[config.mk]
export PLATFORM = sky130hd
export DESIGN_NAME = uhr_host_regs
export DESIGN_NICKNAME = d
export VERILOG_FILES = /design/src/core/uhr_pkg.sv /design/src/core/uhr_frm_if.sv /design/src/core/uhr_host_regs.sv /design/src/core/uhr_frame_timer.sv
export SDC_FILE = /design/constraint.sdc
export NUM_CORES = 1
export LEC_CHECK = 0
export ABC_AREA = 1
export BUFFER_PORTS_ARGS = -buffer_cell sky130_fd_sc_hd__buf_2
export CAP_MARGIN = 20
export CELL_PAD_IN_SITES_DETAIL_PLACEMENT = 0
export CELL_PAD_IN_SITES_GLOBAL_PLACEMENT = 1
export CORE_MARGIN = 2
export CORE_UTILIZATION = 43
export DETAILED_ROUTE_END_ITERATION = 7
export PLACE_DENSITY_LB_ADDON = 0.1
export SLEW_MARGIN = 10
export SYNTH_ARGS = -nofsm -noshare
export SYNTH_HDL_FRONTEND = slang
export SYNTH_SLANG_ARGS = --single-unit
[constraint.sdc]
create_clock -name clk_sys -period 3.9 [get_ports clk_sys]
set_input_delay 0.78 -clock clk_sys [delete_from_list [all_inputs] [get_ports clk_sys]]
set_output_delay 0.78 -clock clk_sys [all_outputs]
set_load 0.01 [all_outputs]
[src/core/uhr_pkg.sv]
// constants for the usb host interrupt-enable, frame and pipe address registers
package uhr_pkg;
	localparam logic [11:0] OFS_IRQ_EN = 12'h410;
	localparam logic [11:0] OFS_IRQ_EN_CLR = 12'h414;
	localparam logic [11:0] OFS_IRQ_EN_SET = 12'h418;
	localparam logic [11:0] OFS_FRAME = 12'h420;
	localparam logic [11:0] OFS_ADDR_LO = 12'h424;
	localparam logic [11:0] OFS_ADDR_HI = 12'h428;
	localparam logic [11:0] OFS_EVT_STAT = 12'h430;
	localparam logic [11:0] OFS_EVT_CLR = 12'h434;
	localparam logic [11:0] OFS_EVT_EN = 12'h438;
	localparam logic [11:0] OFS_CTRL = 12'h43C;
	localparam logic [31:0] IRQ_EN_IMPL = 32'hFE00_FF7F;
	localparam logic [31:0] RST_ZERO = 32'h0000_0000;
	localparam int FRAME_CNT_LSB = 3;
	localparam int FRAME_CNT_W = 11;
	localparam int PIPE_ADDR_W = 7;
	localparam int PIPES = 8;
	localparam int EVT_SOF = 0;
	localparam int EVT_BUSRST = 1;
	localparam int EVT_W = 2;
	localparam int CTRL_HS = 0;
	localparam int CTRL_RUN = 1;
	localparam int CTRL_W = 2;
	localparam logic [1:0] RESP_OKAY = 2'h0;
	localparam logic [1:0] RESP_SLVERR = 2'h2;
	localparam logic [2:0] UFRAME_LAST = 3'h7;
	localparam int USB_TICK_MHZ = 30;
	localparam int SOF_FS_US = 1000;
	localparam int SOF_HS_NS = 125000;
	localparam logic [15:0] FS_FRAME_LEN = 16'(SOF_FS_US * USB_TICK_MHZ);
	localparam logic [15:0] HS_FRAME_LEN = 16'(SOF_HS_NS * USB_TICK_MHZ / 1000);
endpackage : uhr_pkg

[src/core/uhr_frm_if.sv]
// frame timer control and status between register bank and frame timer
`timescale 1ns/1ns
interface uhr_frm_if;
	logic hs_mode;
	logic run;
	logic wr_frame;
	logic [10:0] wr_value;
	logic [10:0] frame_count;
	logic [2:0] microframe_count;
	logic [7:0] frame_len_upper;
	logic sof_pulse;
	modport ctrl(output hs_mode, run, wr_frame, wr_value,
		input frame_count, microframe_count, frame_len_upper, sof_pulse);
	modport timer(input hs_mode, run, wr_frame, wr_value,
		output frame_count, microframe_count, frame_len_upper, sof_pulse);
endinterface : uhr_frm_if

[src/core/uhr_host_regs.sv]
// usb host interrupt-enable, frame number and pipe address registers on axi4-lite
// Summary of operation
// - writing one to the connection bit of enable-set sets conn_irq_en
// - writing one to the connection bit of enable-clear clears conn_irq_en
// - a one written to enable-clear clears that implemented enable bit
// - zeros written to enable-clear or enable-set change nothing; both read zero
// - a one written to enable-set sets that implemented enable bit
// - layout: dma 7..1 at 31..25, pipes 7..0 at 15..8, events 6..0
// - full speed frame counter length 30000 at 30 MHz; upper byte at 23..16
// - high speed frame counter length 3750 at 30 MHz; upper byte shown
// - 11-bit frame_count at bits 13..3, readable and writable
// - writing frame_count resets microframe_count to zero
// - microframe_count held at zero in full speed
// - address low register holds pipes 0..3, pipe 0 in lowest byte
// - address high register holds pipes 4..7, pipe 4 in lowest byte
// - a usb bus reset request clears every pipe address
// - a pipe flag raises the usb interrupt only while its enable is set
`timescale 1ns/1ns
module uhr_host_regs #(
	parameter logic [15:0] FS_FRAME_LEN = uhr_pkg::FS_FRAME_LEN
) (
	input wire logic clk_sys,
	input wire logic rstn,
	input wire logic [11:0] s_axi_awaddr,
	input wire logic s_axi_awvalid,
	output wire logic s_axi_awready,
	input wire logic [31:0] s_axi_wdata,
	input wire logic [3:0] s_axi_wstrb,
	input wire logic s_axi_wvalid,
	output wire logic s_axi_wready,
	output wire logic [1:0] s_axi_bresp,
	output wire logic s_axi_bvalid,
	input wire logic s_axi_bready,
	input wire logic [11:0] s_axi_araddr,
	input wire logic s_axi_arvalid,
	output wire logic s_axi_arready,
	output wire logic [31:0] s_axi_rdata,
	output wire logic [1:0] s_axi_rresp,
	output wire logic s_axi_rvalid,
	input wire logic s_axi_rready,
	input wire logic tick_30m,
	input wire logic usb_reset_req,
	input wire logic [31:0] host_irq_flags,
	output wire logic [31:0] host_irq_enable,
	output wire logic [55:0] pipe_dev_addr,
	output wire logic sof_pulse,
	output wire logic usb_irq,
	output wire logic evt_irq
);
	logic awready_r;
	logic aw_held_r;
	logic [11:0] awaddr_r;
	logic wready_r;
	logic w_held_r;
	logic [31:0] wdata_r;
	logic [3:0] wstrb_r;
	logic bvalid_r;
	logic [1:0] bresp_r;
	logic arready_r;
	logic rvalid_r;
	logic [31:0] rdata_r;
	logic [1:0] rresp_r;
	localparam int EVT_MSB = uhr_pkg::EVT_W - 1;
	logic [31:0] host_irq_enable_r;
	logic [6:0] addr_r [uhr_pkg::PIPES];
	logic [EVT_MSB:0] evt_stat_r;
	logic [EVT_MSB:0] evt_en_r;
	logic [uhr_pkg::CTRL_W-1:0] ctrl_r;
	logic usb_irq_r;
	logic evt_irq_r;

	logic aw_take;
	logic w_take;
	logic wr_do;
	logic aw_held_nxt;
	logic w_held_nxt;
	logic ar_take;
	logic rvalid_nxt;
	logic [31:0] wmask;
	logic [31:0] wbits;
	logic [31:0] wen_bits;
	logic [31:0] frame_word;
	logic [31:0] frame_new;
	logic [63:0] addr_flat;
	logic [EVT_MSB:0] evt_set;
	logic [31:0] rd_data_c;
	logic rd_ok_c;
	logic wr_ok_c;
	logic irq_hit;
	logic wr_en_clr;
	logic wr_en_set;

	uhr_frm_if frm ();

	uhr_frame_timer #(
		.FS_LEN(FS_FRAME_LEN)
	) u_timer (
		.clk_sys(clk_sys),
		.rstn(rstn),
		.tick_30m(tick_30m),
		.frm(frm)
	);

	// write channel: address and data are caught independently, then applied together
	assign aw_take = s_axi_awvalid && awready_r;
	assign w_take = s_axi_wvalid && wready_r;
	assign wr_do = aw_held_r && w_held_r && !bvalid_r;
	assign aw_held_nxt = aw_held_r ? !wr_do : aw_take;
	assign w_held_nxt = w_held_r ? !wr_do : w_take;
	assign wmask = {{8{wstrb_r[3]}}, {8{wstrb_r[2]}}, {8{wstrb_r[1]}}, {8{wstrb_r[0]}}};
	assign wbits = wdata_r & wmask;
	assign wen_bits = wbits & uhr_pkg::IRQ_EN_IMPL;
	assign wr_en_clr = wr_do && awaddr_r == uhr_pkg::OFS_IRQ_EN_CLR;
	assign wr_en_set = wr_do && awaddr_r == uhr_pkg::OFS_IRQ_EN_SET;

	always_ff @(posedge clk_sys or negedge rstn)
	begin
		if (!rstn)
		begin
			aw_held_r <= 1'b0;
			w_held_r <= 1'b0;
			awready_r <= 1'b0;
			wready_r <= 1'b0;
			awaddr_r <= '0;
			wdata_r <= '0;
			wstrb_r <= '0;
		end
		else
		begin
			aw_held_r <= aw_held_nxt;
			w_held_r <= w_held_nxt;
			awready_r <= !aw_held_nxt;
			wready_r <= !w_held_nxt;
			if (aw_take)
				awaddr_r <= {s_axi_awaddr[11:2], 2'b00};
			if (w_take)
			begin
				wdata_r <= s_axi_wdata;
				wstrb_r <= s_axi_wstrb;
			end
		end
	end

	always_comb
	begin
		unique case (awaddr_r)
			uhr_pkg::OFS_IRQ_EN_CLR,
			uhr_pkg::OFS_IRQ_EN_SET,
			uhr_pkg::OFS_FRAME,
			uhr_pkg::OFS_ADDR_LO,
			uhr_pkg::OFS_ADDR_HI,
			uhr_pkg::OFS_EVT_CLR,
			uhr_pkg::OFS_EVT_EN,
			uhr_pkg::OFS_CTRL: wr_ok_c = 1'b1;
			default: wr_ok_c = 1'b0;
		endcase
	end

	always_ff @(posedge clk_sys or negedge rstn)
	begin
		if (!rstn)
		begin
			bvalid_r <= 1'b0;
			bresp_r <= uhr_pkg::RESP_OKAY;
		end
		else if (wr_do)
		begin
			bvalid_r <= 1'b1;
			bresp_r <= wr_ok_c ? uhr_pkg::RESP_OKAY : uhr_pkg::RESP_SLVERR;
		end
		else if (s_axi_bready)
			bvalid_r <= 1'b0;
	end

	// enable set and clear come from separate writes, so they never collide
	always_ff @(posedge clk_sys or negedge rstn)
	begin
		if (!rstn)
			host_irq_enable_r <= uhr_pkg::RST_ZERO;
		else if (wr_en_clr)
			host_irq_enable_r <= host_irq_enable_r & ~wen_bits;
		else if (wr_en_set)
			host_irq_enable_r <= host_irq_enable_r | wen_bits;
	end

	assign frame_word = {8'h00, frm.frame_len_upper, 2'b00, frm.frame_count, frm.microframe_count};
	assign frame_new = wbits | (frame_word & ~wmask);
	assign frm.wr_frame = wr_do && awaddr_r == uhr_pkg::OFS_FRAME && (|wstrb_r[1:0]);
	assign frm.wr_value = frame_new[uhr_pkg::FRAME_CNT_LSB +: uhr_pkg::FRAME_CNT_W];
	assign frm.hs_mode = ctrl_r[uhr_pkg::CTRL_HS];
	assign frm.run = ctrl_r[uhr_pkg::CTRL_RUN];

	genvar gi;
	generate
		for (gi = 0; gi < uhr_pkg::PIPES; gi++)
		begin : g_pipe
			localparam logic [11:0] OFS = (gi < 4) ? uhr_pkg::OFS_ADDR_LO : uhr_pkg::OFS_ADDR_HI;
			localparam int LANE = gi % 4;
			always_ff @(posedge clk_sys or negedge rstn)
			begin
				if (!rstn)
					addr_r[gi] <= '0;
				else if (usb_reset_req)
					addr_r[gi] <= '0;
				else if (wr_do && awaddr_r == OFS && wstrb_r[LANE])
					addr_r[gi] <= wdata_r[LANE*8 +: uhr_pkg::PIPE_ADDR_W];
			end
			assign addr_flat[gi*8 +: 8] = {1'b0, addr_r[gi]};
			assign pipe_dev_addr[gi*7 +: 7] = addr_r[gi];
		end
	endgenerate

	// bus reset is flagged too, since it silently wipes the pipe addresses
	assign evt_set = {usb_reset_req, frm.sof_pulse};

	always_ff @(posedge clk_sys or negedge rstn)
	begin
		if (!rstn)
			evt_stat_r <= '0;
		else if (wr_do && awaddr_r == uhr_pkg::OFS_EVT_CLR)
			evt_stat_r <= (evt_stat_r & ~wbits[EVT_MSB:0]) | evt_set;
		else
			evt_stat_r <= evt_stat_r | evt_set;
	end

	always_ff @(posedge clk_sys or negedge rstn)
	begin
		if (!rstn)
		begin
			evt_en_r <= '0;
			ctrl_r <= '0;
		end
		else if (wr_do && awaddr_r == uhr_pkg::OFS_EVT_EN && wstrb_r[0])
			evt_en_r <= wdata_r[EVT_MSB:0];
		else if (wr_do && awaddr_r == uhr_pkg::OFS_CTRL && wstrb_r[0])
			ctrl_r <= wdata_r[uhr_pkg::CTRL_W-1:0];
	end

	assign irq_hit = |(host_irq_flags & host_irq_enable_r);

	always_ff @(posedge clk_sys or negedge rstn)
	begin
		if (!rstn)
		begin
			usb_irq_r <= 1'b0;
			evt_irq_r <= 1'b0;
		end
		else
		begin
			usb_irq_r <= irq_hit;
			evt_irq_r <= |(evt_stat_r & evt_en_r);
		end
	end

	// read channel: one read outstanding, answered the cycle after the address is taken
	assign ar_take = s_axi_arvalid && arready_r;
	assign rvalid_nxt = ar_take || (rvalid_r && !s_axi_rready);

	always_comb
	begin
		rd_data_c = uhr_pkg::RST_ZERO;
		rd_ok_c = 1'b1;
		unique case ({s_axi_araddr[11:2], 2'b00})
			uhr_pkg::OFS_IRQ_EN: rd_data_c = host_irq_enable_r;
			uhr_pkg::OFS_IRQ_EN_CLR,
			uhr_pkg::OFS_IRQ_EN_SET,
			uhr_pkg::OFS_EVT_CLR: rd_data_c = uhr_pkg::RST_ZERO;
			uhr_pkg::OFS_FRAME: rd_data_c = frame_word;
			uhr_pkg::OFS_ADDR_LO: rd_data_c = addr_flat[31:0];
			uhr_pkg::OFS_ADDR_HI: rd_data_c = addr_flat[63:32];
			uhr_pkg::OFS_EVT_STAT: rd_data_c[EVT_MSB:0] = evt_stat_r;
			uhr_pkg::OFS_EVT_EN: rd_data_c[EVT_MSB:0] = evt_en_r;
			uhr_pkg::OFS_CTRL: rd_data_c[uhr_pkg::CTRL_W-1:0] = ctrl_r;
			default: rd_ok_c = 1'b0;
		endcase
	end

	always_ff @(posedge clk_sys or negedge rstn)
	begin
		if (!rstn)
		begin
			arready_r <= 1'b0;
			rvalid_r <= 1'b0;
			rdata_r <= uhr_pkg::RST_ZERO;
			rresp_r <= uhr_pkg::RESP_OKAY;
		end
		else
		begin
			arready_r <= !rvalid_nxt;
			rvalid_r <= rvalid_nxt;
			if (ar_take)
			begin
				rdata_r <= rd_data_c;
				rresp_r <= rd_ok_c ? uhr_pkg::RESP_OKAY : uhr_pkg::RESP_SLVERR;
			end
		end
	end

	assign s_axi_awready = awready_r;
	assign s_axi_wready = wready_r;
	assign s_axi_bvalid = bvalid_r;
	assign s_axi_bresp = bresp_r;
	assign s_axi_arready = arready_r;
	assign s_axi_rvalid = rvalid_r;
	assign s_axi_rdata = rdata_r;
	assign s_axi_rresp = rresp_r;
	assign host_irq_enable = host_irq_enable_r;
	assign sof_pulse = frm.sof_pulse;
	assign usb_irq = usb_irq_r;
	assign evt_irq = evt_irq_r;

	en_clear_a:
	assert property (@(posedge clk_sys) disable iff (!rstn)
		wr_en_clr |=> (host_irq_enable_r & $past(wen_bits)) == 32'h0000_0000)
		else $error("enable clear left a bit set");

	en_set_a:
	assert property (@(posedge clk_sys) disable iff (!rstn)
		wr_en_set |=> (host_irq_enable_r & $past(wen_bits)) == $past(wen_bits))
		else $error("enable set left a bit clear");

	conn_set_a:
	assert property (@(posedge clk_sys) disable iff (!rstn)
		(wr_en_set && wbits[0]) ##1 !wr_en_clr [*2] |-> host_irq_enable_r[0])
		else $error("connection enable not set");

	conn_clr_a:
	assert property (@(posedge clk_sys) disable iff (!rstn)
		(wr_en_clr && wbits[0]) |=> !host_irq_enable_r[0])
		else $error("connection enable not cleared");

	zero_keep_a:
	assert property (@(posedge clk_sys) disable iff (!rstn)
		((wr_en_clr || wr_en_set) && wbits == 32'h0000_0000) |=> $stable(host_irq_enable_r))
		else $error("zero write changed the enable register");

	wo_read_a:
	assert property (@(posedge clk_sys) disable iff (!rstn)
		(ar_take && s_axi_araddr == uhr_pkg::OFS_IRQ_EN_SET)
		|=> rvalid_r && rdata_r == 32'h0000_0000)
		else $error("enable set register did not read zero");

	en_reserved_a:
	assert property (@(posedge clk_sys) disable iff (!rstn)
		(host_irq_enable_r & 32'h01FF_0080) == 32'h0000_0000)
		else $error("reserved enable bit set");

	busrst_clr_a:
	assert property (@(posedge clk_sys) disable iff (!rstn)
		usb_reset_req |=> addr_flat == 64'h0000_0000_0000_0000)
		else $error("bus reset did not clear pipe addresses");

	addr_top_a:
	assert property (@(posedge clk_sys) disable iff (!rstn)
		(wr_do && awaddr_r == uhr_pkg::OFS_ADDR_LO && wstrb_r[0] && !usb_reset_req)
		|=> addr_flat[7:0] == {1'b0, $past(wdata_r[6:0])})
		else $error("pipe address load or top bit wrong");

	usb_irq_a:
	assert property (@(posedge clk_sys) disable iff (!rstn)
		##1 usb_irq_r == $past(irq_hit))
		else $error("usb interrupt does not follow enabled flags");
endmodule : uhr_host_regs

[src/core/uhr_frame_timer.sv]
// frame length counter, frame number and micro-frame number
`timescale 1ns/1ns
module uhr_frame_timer #(
	parameter logic [15:0] FS_LEN = uhr_pkg::FS_FRAME_LEN
) (
	input wire logic clk_sys,
	input wire logic rstn,
	input wire logic tick_30m,
	uhr_frm_if.timer frm
);
	logic [15:0] cnt_r;
	logic [2:0] mfr_r;
	logic [10:0] frame_count_r;
	logic sof_r;
	logic [15:0] len_last;
	logic wrap;

	assign len_last = frm.hs_mode ? uhr_pkg::HS_FRAME_LEN - 16'h0001 : FS_LEN - 16'h0001;
	// >= so a switch to the short length mid-frame still wraps
	assign wrap = frm.run && tick_30m && (cnt_r >= len_last);

	always_ff @(posedge clk_sys or negedge rstn)
	begin
		if (!rstn)
			cnt_r <= '0;
		else if (!frm.run)
			cnt_r <= '0;
		else if (wrap)
			cnt_r <= '0;
		else if (tick_30m)
			cnt_r <= cnt_r + 16'h0001;
	end

	always_ff @(posedge clk_sys or negedge rstn)
	begin
		if (!rstn)
			sof_r <= 1'b0;
		else
			sof_r <= wrap;
	end

	always_ff @(posedge clk_sys or negedge rstn)
	begin
		if (!rstn)
		begin
			mfr_r <= '0;
			frame_count_r <= '0;
		end
		else if (frm.wr_frame)
		begin
			frame_count_r <= frm.wr_value;
			mfr_r <= '0;
		end
		else if (wrap && frm.hs_mode)
		begin
			mfr_r <= mfr_r + 3'h1;
			if (mfr_r == uhr_pkg::UFRAME_LAST)
				frame_count_r <= frame_count_r + 11'h001;
		end
		else if (wrap)
		begin
			mfr_r <= '0;
			frame_count_r <= frame_count_r + 11'h001;
		end
		else if (!frm.hs_mode)
			mfr_r <= '0;
	end

	assign frm.frame_count = frame_count_r;
	assign frm.microframe_count = mfr_r;
	assign frm.frame_len_upper = cnt_r[15:8];
	assign frm.sof_pulse = sof_r;

	fs_mframe_zero_a:
	assert property (@(posedge clk_sys) disable iff (!rstn)
		!frm.hs_mode |=> mfr_r == 3'h0)
		else $error("micro-frame not zero in full speed");

	frame_wr_a:
	assert property (@(posedge clk_sys) disable iff (!rstn)
		frm.wr_frame |=> (mfr_r == 3'h0) && (frame_count_r == $past(frm.wr_value)))
		else $error("frame write did not load number and clear micro-frame");

	fs_wrap_a:
	assert property (@(posedge clk_sys) disable iff (!rstn)
		(frm.run && tick_30m && !frm.hs_mode && cnt_r == FS_LEN - 16'h0001)
		|=> sof_r && cnt_r == 16'h0000)
		else $error("full speed frame did not wrap at its length");

	hs_wrap_a:
	assert property (@(posedge clk_sys) disable iff (!rstn)
		(frm.run && tick_30m && frm.hs_mode && cnt_r == uhr_pkg::HS_FRAME_LEN - 16'h0001)
		|=> sof_r && cnt_r == 16'h0000)
		else $error("high speed frame did not wrap at its length");

	mframe_roll_a:
	assert property (@(posedge clk_sys) disable iff (!rstn)
		(wrap && frm.hs_mode && !frm.wr_frame)
		|=> mfr_r == $past(mfr_r) + 3'h1
		&& frame_count_r == $past(frame_count_r) + (($past(mfr_r) == 3'h7) ? 11'h001 : 11'h000))
		else $error("micro-frame roll did not advance frame number");
endmodule : uhr_frame_timer

==> impl_metrics.csv <==
group,metric,value,unit
floorplan,std_cell_rows,56,
place,io_buffers,205,
worst_setup_path,reg2regPathDepth,12,
clocking,clkSinkCount,203,
worst_setup_path,ff2ff_setup_slack,1.41,ns
worst_setup_path,required,4.35,ns
worst_setup_path,crit_fanout,13,
floorplan,die-area,25400,sq um
final_layout,final_common_cell,"nand2_1",
pwr,p_leak,6.69,nW
sta,fin_setup_tns,0,ns
route,wl_met2,15.0,mm
sta,worstMarginPinSlew,0.887,ns
clocking,postCtsHoldBufs,0,
route,drc,0,
route,drt-wirelength-per-cell,17.5,um
logic_synthesis,ys_types,41,
logic_synthesis,syn_area_per_cell,7.68,sq um
clocking,postCtsSetupBuffers,0,
final_layout,final_cell_area,12400,sq um
worst_setup_path,end_kind,"register",
global_route,grt_pass1_wl,51.9,mm
place,gp_congestion,0.863,
place,hpwl,23.3,mm
sta,rsz0062_at_grt,"no",
worst_setup_path,critPathKind,"register to register",
route,wl_met3,2.11,mm
logic_synthesis,synth_cells,1354,
final_layout,layout_common_cells,"nand2_1 (430), buf_2 (204), dfrtp_1 (203)",
floorplan,die-width,160,um
clocking,clkTransAtPathRegs,0.06,ns
clocking,cts_tree,"built",
route,firstDrtPassIters,5,
route,viasPerCell,5.12,
global_route,grt_usage,0.258,
sta,period_needed,2.49,ns
clocking,cts_resized,0,
sta,skew,0.0135,ns
outcome,outcome,"finished, final reports clean",
sta,min_period_over_period,0.639,
final_layout,final_nets,1664,
logic_synthesis,yosysSeqAreaShare,0.488,
route,wl_met1,15.1,mm
place,dpl-instance-area,11700,sq um
route,finalWirelength,33.1,mm
place,dp.cells,1844,
clocking,cts_buffers,23,
clocking,cts_max_level,1,
route,top_layer,"met4",
run,maxCapViolations,0,
clocking,insertion_delay,0.51,ns
sta,setup_viol,0,
pwr,pwr_density_cell,480,nW/um^2
pwr,ir_drop,0.269,mV
sta,finalHoldViolations,0,
sta,maxSlewHeadroom,0.408,
worst_setup_path,cp.arrival,2.95,ns
global_route,grt_pass1_vias,8986,
logic_synthesis,synth_area,10400,sq um
floorplan,start_util,0.440,
sta,fmax,401,MHz
sta,fin_hold_ws,0.344,ns
sta,slew_violations,0,
global_route,grt_overflow,0,
route,ant_nets,0,
route,vias,9647,
route,drtIter0Drc,681,
final_layout,instances_no_fill,1886,
worst_setup_path,critPathLaunchType,"register",
final_layout,drive_gt1_frac,0.188,
global_route,antenna_found_initial,2,
logic_synthesis,synth_warnings,0,
pwr,p_total,5.96,mW
final_layout,utilization,0.525,
floorplan,design.core.area,23600,sq um
clocking,ctsRootBufferMaster,"clkbuf_16",
global_route,grt_max_degree,94,
final_layout,areaGrowthSynthToFinish,19.3,%
sta,fin_ws,1.41,ns
clocking,cts_buffer_depth,3,
logic_synthesis,synth-seq-cells,203,
place,dp_slack,1.16,ns
floorplan,io_pins,233,
floorplan,die_h,160,um
worst_setup_path,r2r_start,"ctrl_r[0]",
worst_hold_path,hold_path_class,"primary input to async pin",
-- worst max path at each step --
stage | start | end | slack, ns | depth (start not counted)
2_1_floorplan | s_axi_araddr[7] | s_axi_rdata[17] | 2.08 | 8
3_5_place_dp | s_axi_araddr[11] | s_axi_rdata[13] | 1.16 | 7
4_1_cts | ctrl_r[0] | register | 1.42 | 12
5_1_grt | ctrl_r[0] | register | 1.08 | 12
6_report | ctrl_r[0] | register | 1.41 | 12
3_3_place_gp | s_axi_araddr[11] | s_axi_rdata[13] | 1.18 | 7
-- layer usage --
metal | vias to the layer above | GRT usage
met5 | - | 0
met3 | 45 | 0.0396
met4 | 0 | 0.0793
met1 | 4556 | 0.370
met2 | 312 | 0.404
li1 | 4734 | -
-- synthesized netlist by cell type (all sizes together) --
| cell type | count | area (sq um) |
|---|---|---|
| a21oi | 13 | 65.1 |
| a221oi | 3 | 26.3 |
| a22o | 1 | 8.76 |
| a31o | 1 | 8.76 |
| a31oi | 1 | 6.26 |
| buf | 36 | 238 |
| clkbuf | 25 | 93.8 |
| clkinv | 1 | 3.75 |
| conb | 1 | 3.75 |
| dfrtp | 203 | 5080 |
| ha | 13 | 163 |
| inv | 155 | 582 |
| mux2 | 4 | 45.0 |
| nand2 | 435 | 1650 |
| nand3 | 166 | 863 |
| nand3b | 1 | 7.51 |
| nand4 | 18 | 113 |
| nor2 | 86 | 377 |
| nor3 | 21 | 136 |
| nor4 | 1 | 6.26 |
| o211ai | 6 | 45.0 |
| o21ai | 142 | 726 |
| o21bai | 1 | 7.51 |
| o22ai | 7 | 43.8 |
| o31ai | 2 | 15.0 |
| or2 | 2 | 12.5 |
| xor2 | 9 | 78.8 |
-- cell families after synthesis --
| group | share of synthesized area |
|---|---|
| mux | 0.00433 |
| fa+ha+maj | 0.0156 |
| buf+inv | 0.0882 |
| flops | 0.488 |
| simple gates | 0.304 |
| compound gates | 0.0916 |
| xor+xnor | 0.00758 |
| other cells | 0.000361 |
-- power by group --
group | internal [mW] | switching, mW | total (mW)
Clock | 1.18 | 0.868 | 2.05
Combinational | 0.367 | 0.814 | 1.18
Sequential | 2.45 | 0.281 | 2.73
-- critical path, stage by stage (launching register included) --
cell and delay, ns:
dfrtp_1 0.57, inv_1 0.20, ha_1 0.34, nand2_1 0.05, nor3_1 0.16, nand2_1 0.07, nand2_1 0.07, nand2_1 0.07
nand2_1 0.12, nand3_2 0.29, nand2_1 0.33, nand2_1 0.09, nand2_1 0.06
-- final cells by class --
cell class	instances	area [sq um]
clock buffers	34	667
repair buffers	221	1180
inverters	156	586
fillers	2368	11200
flip-flops and latches	203	5080
clock inverters	6	33.8
diodes	2	5.00
well taps	319	399
multi-input cells	945	4450
Note: power is estimated with default switching activity, not from simulation.
